**config.mk**
```make
export PLATFORM = sky130hd
export DESIGN_NAME = scs_host_flat
export DESIGN_NICKNAME = d
export VERILOG_FILES = /design/src/common/scs_pkg.sv /design/src/common/scs_if.sv /design/src/core/scs_host.sv /design/src/flat_wrapper.sv
export SDC_FILE = /design/constraint.sdc
export NUM_CORES = 1
export LEC_CHECK = 0
export ABC_AREA = 1
export BUFFER_PORTS_ARGS = -buffer_cell sky130_fd_sc_hd__buf_2
export CAP_MARGIN = 5
export CELL_PAD_IN_SITES_DETAIL_PLACEMENT = 1
export CELL_PAD_IN_SITES_GLOBAL_PLACEMENT = 2
export CORE_ASPECT_RATIO = 1.5
export CORE_MARGIN = 3
export CORE_UTILIZATION = 27
export DETAILED_ROUTE_END_ITERATION = 10
export HOLD_SLACK_MARGIN = 0.03
export PLACE_DENSITY = 0.75
export SYNTH_ARGS = -nofsm -noshare
export SYNTH_HDL_FRONTEND = slang
export SYNTH_SLANG_ARGS = --single-unit
```
**constraint.sdc**
```tcl
create_clock -name clk_sys -period 2 [get_ports clk_sys]
set_input_delay 0.2 -clock clk_sys [delete_from_list [all_inputs] [get_ports clk_sys]]
set_output_delay 0.2 -clock clk_sys [all_outputs]
set_load 0.01 [all_outputs]
```
**src/common/scs_pkg.sv**
```systemverilog
// shared constants for the sensor configuration serial port, both ends
package scs_pkg;
    // frame layout: address, direction bit, data word
    localparam int ADDR_W      = 9;
    localparam int DATA_W      = 16;
    localparam int FRAME_BITS  = ADDR_W + 1 + DATA_W;
    localparam int CNT_W       = 5;
    localparam int IDX_W       = 4;
    localparam logic DIR_WRITE = 1'b1;
    localparam logic DIR_READ  = 1'b0;

    // positions inside the device shift register after 25 bits
    localparam int SH_W        = FRAME_BITS - 1;
    localparam int SH_ADDR_LSB = SH_W - ADDR_W;
    localparam int SH_DATA_TOP = DATA_W - 2;

    // timing: periods in ns, lead/trail/gap in sck periods, SCK_HALF in system cycles
    localparam int SYS_PERIOD_NS = 50;
    localparam int TSCK_NS       = 100;
    localparam int LEAD_TSCK     = 1;
    localparam int TRAIL_TSCK    = 1;
    localparam int GAP_TSCK      = 2;
    localparam int SCK_HALF      = (TSCK_NS + 2 * SYS_PERIOD_NS - 1) / (2 * SYS_PERIOD_NS);

    // serial clock ceiling against the lvds input clock
    localparam int LVDS_MHZ_10BIT = 340;
    localparam int LVDS_MHZ_8BIT  = 272;
    localparam int LVDS_DIV_10BIT = 30;
    localparam int LVDS_DIV_8BIT  = 24;

    localparam int PH_W = 8;

    typedef enum logic [2:0] {
        ST_IDLE  = 3'b000,
        ST_LEAD  = 3'b001,
        ST_SHIFT = 3'b010,
        ST_TRAIL = 3'b011,
        ST_GAP   = 3'b100
    } scs_host_state_t;
endpackage

```
**src/common/scs_if.sv**
```systemverilog
// four-wire serial link between the controller and the sensor port
`timescale 1ns/1ns
interface scs_if;
    logic sck;
    logic ss_n;
    logic mosi;
    logic miso;
    logic miso_oe;

    modport dev (
        input  sck,
        input  ss_n,
        input  mosi,
        output miso,
        output miso_oe
    );

    modport host (
        output sck,
        output ss_n,
        output mosi,
        input  miso
    );
endinterface

```
**src/core/scs_host.sv**
```systemverilog
// controller end: serial master that makes sck and runs one access per request
// What this block does
// - four wires: clock, select, data in, out
// - sensor port runs on sck, crosses domains
// - master starts each access by select low
// - nine address bits, sixteen data bits
// - wait one sck period, then address msb
// - slave samples rising, master changes falling
// - tenth bit: one writes, zero reads
// - write sends sixteen data bits, msb first
// - read returns sixteen bits on miso
// - master samples miso on falling edges
// - miso high impedance unless returning data
// - one sck period after last bit, deselect
// - sck at most lvds clock/30 or /24
// - two sck periods deselected between accesses
`timescale 1ns/1ns
module scs_host #(
    parameter int HALF      = scs_pkg::SCK_HALF,
    parameter int LVDS_MHZ  = scs_pkg::LVDS_MHZ_10BIT,
    parameter bit EIGHT_BIT = 1'b0
) (
    input  wire logic                       clk_sys,
    input  wire logic                       sys_rst,
    input  wire logic                       req_valid,
    output logic                            req_ready,
    input  wire logic                       req_write,
    input  wire logic [scs_pkg::ADDR_W-1:0] req_addr,
    input  wire logic [scs_pkg::DATA_W-1:0] req_wdata,
    output logic                            rsp_valid,
    output logic [scs_pkg::DATA_W-1:0]      rsp_rdata,
    scs_if.host                             link
);
    import scs_pkg::*;

    localparam int DIV = EIGHT_BIT ? LVDS_DIV_8BIT : LVDS_DIV_10BIT;

    // sck period is 2*HALF system cycles; it must respect the lvds ceiling
    if (HALF < 1 || 2 * GAP_TSCK * HALF > (1 << PH_W)) begin : g_bad_half
        $error("scs_host: HALF out of range");
    end
    if (2 * HALF * SYS_PERIOD_NS * LVDS_MHZ < DIV * 1000) begin : g_too_fast
        $error("scs_host: sck faster than lvds clock allows");
    end
    if (2 * HALF * SYS_PERIOD_NS < TSCK_NS) begin : g_below_tsck
        $error("scs_host: sck period below nominal");
    end

    localparam logic [PH_W-1:0]  HALF_M1  = PH_W'(HALF - 1);
    localparam logic [PH_W-1:0]  LEAD_M1  = PH_W'(2 * LEAD_TSCK * HALF - 1);
    localparam logic [PH_W-1:0]  FULL_M1  = PH_W'(2 * HALF - 1);
    localparam logic [PH_W-1:0]  TRAIL_M1 = PH_W'(2 * TRAIL_TSCK * HALF - 1);
    localparam logic [PH_W-1:0]  GAP_M1   = PH_W'(2 * GAP_TSCK * HALF - 1);
    localparam logic [CNT_W-1:0] LAST_BIT = CNT_W'(FRAME_BITS - 1);

    scs_host_state_t         state;
    scs_host_state_t         next_state;
    logic [PH_W-1:0]         ph;
    logic [PH_W-1:0]         next_ph;
    logic [CNT_W-1:0]        bitn;
    logic [CNT_W-1:0]        next_bitn;
    logic [FRAME_BITS-1:0]   frame;
    logic [FRAME_BITS-1:0]   next_frame;
    logic                    is_write;
    logic                    next_is_write;
    logic                    sck_q;
    logic                    next_sck;
    logic                    ss_n_q;
    logic                    next_ss_n;
    logic                    mosi_q;
    logic                    next_mosi;
    logic                    next_fall;
    logic                    next_rsp;
    logic                    samp_pend;
    logic                    miso_s1;
    logic                    miso_s2;
    logic [DATA_W-1:0]       rx;

    wire                     ph_half = (ph == HALF_M1);
    wire                     ph_full = (ph == FULL_M1);
    wire                     bit_last = (bitn == LAST_BIT);
    wire [DATA_W-1:0]        tx_data = req_write ? req_wdata : '0;
    wire [FRAME_BITS-1:0]    tx_frame = {req_addr, req_write, tx_data};
    wire [FRAME_BITS-1:0]    frame_shl = {frame[FRAME_BITS-2:0], 1'b0};

    assign req_ready = (state == ST_IDLE);
    assign link.sck  = sck_q;
    assign link.ss_n = ss_n_q;
    assign link.mosi = mosi_q;

    always_comb begin
        next_state    = state;
        next_ph       = ph + 1'b1;
        next_bitn     = bitn;
        next_frame    = frame;
        next_is_write = is_write;
        next_sck      = sck_q;
        next_ss_n     = ss_n_q;
        next_mosi     = mosi_q;
        next_fall     = 1'b0;
        next_rsp      = 1'b0;
        case (state)
            ST_IDLE: begin
                next_ph = '0;
                if (req_valid) begin
                    next_state    = ST_LEAD;
                    next_ss_n     = 1'b0;
                    next_frame    = tx_frame;
                    next_is_write = req_write;
                    next_mosi     = req_addr[ADDR_W-1];
                    next_bitn     = '0;
                end
            end
            ST_LEAD: begin
                // select low for a full sck period before the first rise
                if (ph == LEAD_M1) begin
                    next_state = ST_SHIFT;
                    next_ph    = '0;
                end
            end
            ST_SHIFT: begin
                if (ph_half) begin
                    next_sck = 1'b1;
                end else if (ph_full) begin
                    next_sck   = 1'b0;
                    next_ph    = '0;
                    next_fall  = 1'b1;
                    next_frame = frame_shl;
                    next_mosi  = frame[FRAME_BITS-2];
                    if (bit_last) begin
                        next_state = ST_TRAIL;
                        next_mosi  = 1'b0;
                    end else begin
                        next_bitn = bitn + 1'b1;
                    end
                end
            end
            ST_TRAIL: begin
                if (ph == TRAIL_M1) begin
                    next_state = ST_GAP;
                    next_ss_n  = 1'b1;
                    next_ph    = '0;
                    next_rsp   = !is_write;
                end
            end
            ST_GAP: begin
                // idle time after deselect before another access may start
                if (ph == GAP_M1) begin
                    next_state = ST_IDLE;
                    next_ph    = '0;
                end
            end
            default: begin
                next_state = ST_IDLE;
                next_ph    = '0;
                next_sck   = 1'b0;
                next_ss_n  = 1'b1;
                next_mosi  = 1'b0;
            end
        endcase
    end

    always_ff @(posedge clk_sys) begin
        if (sys_rst) begin
            state    <= ST_IDLE;
            ph       <= '0;
            bitn     <= '0;
            frame    <= '0;
            is_write <= 1'b0;
        end else begin
            state    <= next_state;
            ph       <= next_ph;
            bitn     <= next_bitn;
            frame    <= next_frame;
            is_write <= next_is_write;
        end
    end

    always_ff @(posedge clk_sys) begin
        if (sys_rst) begin
            sck_q  <= 1'b0;
            ss_n_q <= 1'b1;
            mosi_q <= 1'b0;
        end else begin
            sck_q  <= next_sck;
            ss_n_q <= next_ss_n;
            mosi_q <= next_mosi;
        end
    end

    // miso is from the sensor's sck domain; two flops before use
    always_ff @(posedge clk_sys) begin
        if (sys_rst) begin
            miso_s1 <= 1'b0;
            miso_s2 <= 1'b0;
        end else begin
            miso_s1 <= link.miso;
            miso_s2 <= miso_s1;
        end
    end

    // taken one cycle after our falling edge: the synchroniser then holds
    // the level from before that fall, i.e. the bit launched on the prior fall
    always_ff @(posedge clk_sys) begin
        if (sys_rst) begin
            samp_pend <= 1'b0;
            rx        <= '0;
        end else begin
            samp_pend <= next_fall;
            if (samp_pend)
                rx <= {rx[DATA_W-2:0], miso_s2};
        end
    end

    always_ff @(posedge clk_sys) begin
        if (sys_rst) begin
            rsp_valid <= 1'b0;
            rsp_rdata <= '0;
        end else begin
            rsp_valid <= next_rsp;
            if (next_rsp)
                rsp_rdata <= rx;
        end
    end
endmodule

```
**src/flat_wrapper.sv**
```systemverilog
// flat-port wrapper written by rule: the top's interface ports become plain ports
module scs_host_flat import scs_pkg::*;
#(
    parameter int HALF      = scs_pkg::SCK_HALF,
    parameter int LVDS_MHZ  = scs_pkg::LVDS_MHZ_10BIT,
    parameter bit EIGHT_BIT = 1'b0
)
  (clk_sys, sys_rst, req_valid, req_ready, req_write, req_addr, req_wdata, rsp_valid, rsp_rdata, link_sck, link_ss_n, link_mosi, link_miso);
  scs_if link_i ();
  input  wire logic clk_sys;
  input  wire logic sys_rst;
  input  wire logic req_valid;
  output logic req_ready;
  input  wire logic req_write;
  input  wire logic [scs_pkg::ADDR_W-1:0] req_addr;
  input  wire logic [scs_pkg::DATA_W-1:0] req_wdata;
  output logic rsp_valid;
  output logic [scs_pkg::DATA_W-1:0] rsp_rdata;
  output wire logic [$bits(link_i.sck)-1:0] link_sck;
  output wire logic [$bits(link_i.ss_n)-1:0] link_ss_n;
  output wire logic [$bits(link_i.mosi)-1:0] link_mosi;
  input wire logic [$bits(link_i.miso)-1:0] link_miso;
  assign link_sck = link_i.sck;
  assign link_ss_n = link_i.ss_n;
  assign link_mosi = link_i.mosi;
  assign link_i.miso = link_miso;
  scs_host #(.HALF(HALF), .LVDS_MHZ(LVDS_MHZ), .EIGHT_BIT(EIGHT_BIT)) u_core (.clk_sys(clk_sys), .sys_rst(sys_rst), .req_valid(req_valid), .req_ready(req_ready), .req_write(req_write), .req_addr(req_addr), .req_wdata(req_wdata), .rsp_valid(rsp_valid), .rsp_rdata(rsp_rdata), .link(link_i));
endmodule
```
Word level (Yosys, flattened, before mapping)
Index checks and enable logic that the tools add are counted.
Word-level totals
  output and inout bits: 21
  register bits after elaboration: 81
  word-level logic and storage cells: 88
  input port bits: 30
Operators by class
  reduce and logical (&&, ||, !) cells: 16
  bitwise logic cells: 4
  $add $sub $neg: 2
  mux-type cells: 36
  equal/unequal tests: 16
Operators by type and width (count)
  25-bit two-way mux: 3
  25-bit case mux with 2 select lines: 1
  8-bit two-way mux: 3
  8-bit case mux with 3 select lines: 1
  3-bit two-way mux: 7
  5-bit two-way mux: 4
  16-bit two-way mux: 1
  3-bit case mux with 5 select lines: 1
  1-bit two-way mux: 11
  2-bit by 1-bit != test with 1-bit output (second input constant): 5
  5-bit case mux with 2 select lines: 1
  3-bit OR reduction: 3
  8-bit by 1-bit adder with 8-bit output (second input constant): 1
  8-bit by 1-bit equality test with 1-bit output (second input constant): 1
  8-bit by 2-bit equality test with 1-bit output (second input constant): 1
  8-bit zero test: 1
  4-bit AND reduction: 2
  7-bit AND reduction: 1
  3-bit by 2-bit equality test with 1-bit output (second input constant): 2
  2-bit != test (second input constant): 3
  1-bit case mux with 3 select lines: 2
  5-bit by 1-bit adder with 5-bit output (second input constant): 1
  5-bit equality test (second input constant): 1
  5-bit AND reduction: 1
  12 further kinds: 16

Depth between registers and ports, before layout
  depth after elaboration: 5
  depth in mapped cells: 11
  mapped depth without buffers: 11

Least setup slack after synthesis
No wires, ideal clock.
  path type: register to register
  start: register u_core.ph[0]
  end: register u_core.state[1]
  stages on the path, launching flop included: 11
  library setup time: 0.113 ns
  required time: 1.887 ns
  arrival time: 1.311 ns
  slack: 0.576 ns
  buffers on the path: 0
  period minus slack after synthesis: 1.424 ns
  cell sequence: dfxtp_1 -> ha_1 -> inv_1 -> nor2_1 -> nand3_1 -> nand2_2 -> nand2_1 -> nor2_2 -> nand2_1 -> nand2_1 -> nor2_1
On the way
  longest elaborated chain between the ends: 3
  elaborated cells on any way between the ends: 9
  those cells by class: 7 x eq/ne; 2 x reduce/logical
RTL lines
  start, declared: RTL line scs_host.sv:58  | logic [PH_W-1:0] ph;
  start signal, assigned: RTL line scs_host.sv:172  | ph <= next_ph;
  8-bit by 2-bit equality test with 1-bit output, or another cell as far along: RTL line scs_host.sv:148  | if (ph == GAP_M1) begin
  2-bit by 1-bit != test with 1-bit output (no source line) or 2-bit != test (tied branches)
  7-bit AND reduction (no source line) (*)
  end signal, assigned: RTL line scs_host.sv:171  | state <= next_state;
  end, declared: RTL line scs_host.sv:56  | scs_host_state_t state;
Every way passes the cells marked *; elsewhere a longest branch is shown, timed or not.
A chain may end at the register's enable or synchronous reset.

Worst setup path in the final report
Same ends and word-level chain as after synthesis.

==> results.py <==
metrics = {
    "outcome": {
        "status": "completed",
    },
    "sta": {
        "hold_viol_final": 0,
        "finClkSkew_ns": 0.008577,
        "maxSlewHeadroom": 0.6669,
        "drv_slew": 0,
        "tns_ns": 0,
        "fin_crit_sh": 0.8321,
        "period_needed_ns": 1.664,
        "whs_ns": 0.06620,
        "grt_setup_unrepaired": "no",
        "tightest_slew_ns": 0.4991,
        "timing.final.ws_setup_ns": 0.3358,
        "setup_violations": 0,
        "clock.fmax_mhz": 600.9,
    },
    "clock_network": {
        "clkLatencyLatePin_ns": 0.34,
        "cts_resized": 0,
        "cts.sinks": 81,
        "htree_num_levels": 3,
        "post_cts_buffers": 0,
        "clk_pin_slew_ns": 0.06,
        "ctsHoldBuffers": 0,
        "clockBufferDepth": 2,
        "clockRootBuffer": "clkbuf_16",
        "numCtsBuffers": 9,
        "cts_tree": "built",
    },
    "grt": {
        "grt_max_degree": 52,
        "overflow": 0,
        "grt_pass1_wl_microns": 16310,
        "first_global_vias": 3467,
        "grtUsageTotal": 0.1339,
        "antenna_found_initial": 0,
    },
    "synthesis": {
        "async_reset_ff_frac": 0,
        "syn-cell-area_sq_um": 3626,
        "synth_cell_types": 29,
        "synth_top_area_cell": "dfxtp_1",
        "synth_ff_type": "dfxtp_1",
        "synth.top_cell.area_share": 0.4472,
        "syn_inst": 511,
        "ys_seq_area_frac": 0.4472,
        "ys_ff_latch": 81,
        "synth_common_cells": "134 x nor2_1, 91 x nand2_1, 81 x dfxtp_1",
        "post-synth-top-count-cell": "nor2_1",
        "synth_area_leaders": "dfxtp_1 45%, nor2_1 14%, nand2_1 9.4%",
        "synthesis.nets": 546,
        "syn_area_per_cell_sq_um": 7.096,
        "synth_edf_count": 0,
        "yosys_warnings": 0,
    },
    "routing": {
        "route.vias.total": 3344,
        "drc": 0,
        "postRouteAntennaNets": 0,
        "routed_wirelength_microns": 9258,
        "first_iter_violations": 90,
        "via_per_inst": 4.657,
        "wire_per_inst_microns": 12.89,
        "dr.pass1.iters": 4,
    },
    "cells_and_area": {
        "final_util": 0.3291,
        "nNetsFinal": 589,
        "drive_gt1_frac": 0.1878,
        "syn_to_final_growth_pct": 18.74,
        "multiInputGateArea_sq_um": 1748,
        "antenna_cells": 0,
        "stdcell_count": 718,
        "fillers": 1655,
        "register_area_sq_um": 1622,
    },
    "setup_path": {
        "worst_setup_path_start_kind": "flip-flop",
        "reg2reg_slack_ns": 0.34,
        "critPathMaxFanout": 7,
        "crit_type": "flip-flop to flip-flop",
        "rr_startpoint": "u_core.ph[0]",
        "worstRegToRegCells": 10,
        "cp-end-kind": "flip-flop",
        "worstPathRequired_ns": 2.23,
        "timing.rr.end": "u_core.state[1]",
        "cp.arrival_ns": 1.90,
    },
    "placed_design": {
        "gp_congestion": 0.8478,
        "io_buffers": 50,
        "detailed_place_hpwl_microns": 6466,
        "place_ws_ns": 0.3465,
        "dpl.cell_count": 702,
    },
    "floorplan": {
        "die_h_microns": 147.9,
        "die-area_sq_um": 14880,
        "start_util": 0.2772,
        "io_pins": 51,
        "num_rows": 51,
        "core_area_sq_um": 13080,
        "die_width_microns": 100.6,
    },
    "min_path": {
        "min_delay_worst_endpoint": "u_core.miso_s1",
        "hold_depth": 3,
        "min_from": "link_miso",
        "hold_path.class": "input port to flip-flop",
    },
    "flow_run": {
        "cap_violations": 0,
    },
    "pwr": {
        "leakage_nw": 1.991,
        "peakVddDrop_mv": 0.4994,
        "power_density_nw_per_um2": 1308,
    },
}
[kinds of logic after synthesis]
group	count (synthesis)	share of synthesized area
buffers and inverters	54	0.07074
DFF	81	0.4472
adders and majority gates	5	0.01725
AOI/OAI and AO/OA	57	0.08247
xor gates and xnor gates	5	0.01208
and+or+nand+nor	309	0.3703
[power breakdown]
part | internal [mW] | total (mW) | switching, mW
logic | 0.634 | 1.89 | 1.26
registers | 1.86 | 2.03 | 0.165
clock network | 0.991 | 1.71 | 0.720
total | 3.49 | 5.63 | 2.14
[per-stage QoR]
stage | area (sq um) | power, mW
final | 4305 | 5.631
after global routing | 4305 | 6.088
after CTS | 4305 | 5.730
after detailed placement | 3996 | 3.987
after global placement | 3996 | 3.931
after floorplan | 3626 | 3.557
[metal layers]
| layer | wire [microns] | GRT usage |
|---|---|---|
| met4 | 137 | 0.05057 |
| met3 | 357 | 0.03022 |
| met5 | 0 | 0 |
| met1 | 4158 | 0.1632 |
| met2 | 4604 | 0.2266 |
[layout make-up]
type | count | area share
Multi-Input combinational cell | 376 | 0.4060
Sequential cell | 81 | 0.3766
Tap cell | 159 | 0.04621
Clock buffer | 9 | 0.05231
Inverter | 28 | 0.02441
Timing Repair Buffer | 58 | 0.07498
Clock inverter | 7 | 0.01947
[worst max-delay path by stage]
| stage | endpoint | from | depth (start not counted) |
|---|---|---|---|
| 2_1_floorplan | u_core.state[1] | u_core.ph[0] | 10 |
| 4_1_cts | u_core.state[1] | u_core.ph[0] | 10 |
| 6_report | u_core.state[1] | u_core.ph[0] | 10 |
| 5_1_grt | u_core.state[2] | u_core.ph[0] | 10 |
| 3_5_place_dp | u_core.state[1] | u_core.ph[0] | 10 |
| 3_3_place_gp | u_core.state[2] | u_core.ph[0] | 10 |
[critical path: stages, from the launching register on]
cell and delay [ns]:
dfxtp_1 0.41, ha_1 0.20, inv_1 0.04, nor2_1 0.14, nand3_1 0.15, nand2_2 0.17
nand2_1 0.09, nor2_2 0.19, nand2_1 0.07, nand2_1 0.06, nor2_1 0.04
[cells in the final DEF (no fill, tap or decap), types with 3 or more instances in the layout]
cell type,count
inv_2,7
a21oi_1,12
nor3_1,4
buf_2,50
clkbuf_16,9
o21ai_0,38
ha_1,5
nand4_1,6
nor2_2,9
inv_1,21
dfxtp_1,81
nand3_1,50
nand2_1,91
inv_6,3
nand3_2,3
nor2_1,134
nand2_2,7
xnor2_1,3
o21ai_1,4
buf_4,7
[state kept, by name (all words and copies together) (netlist names)]
register          cells
u_core.bitn           5
u_core.frame         25
u_core.is_write       1
u_core.link.mosi      1
u_core.link.sck       1
u_core.link.ss_n      1
u_core.miso_s1        1
u_core.miso_s2        1
u_core.ph             8
u_core.rsp_rdata     16
u_core.rsp_valid      1
u_core.rx            16
u_core.samp_pend      1
u_core.state          3
Note: power is estimated with default switching activity, not from simulation.
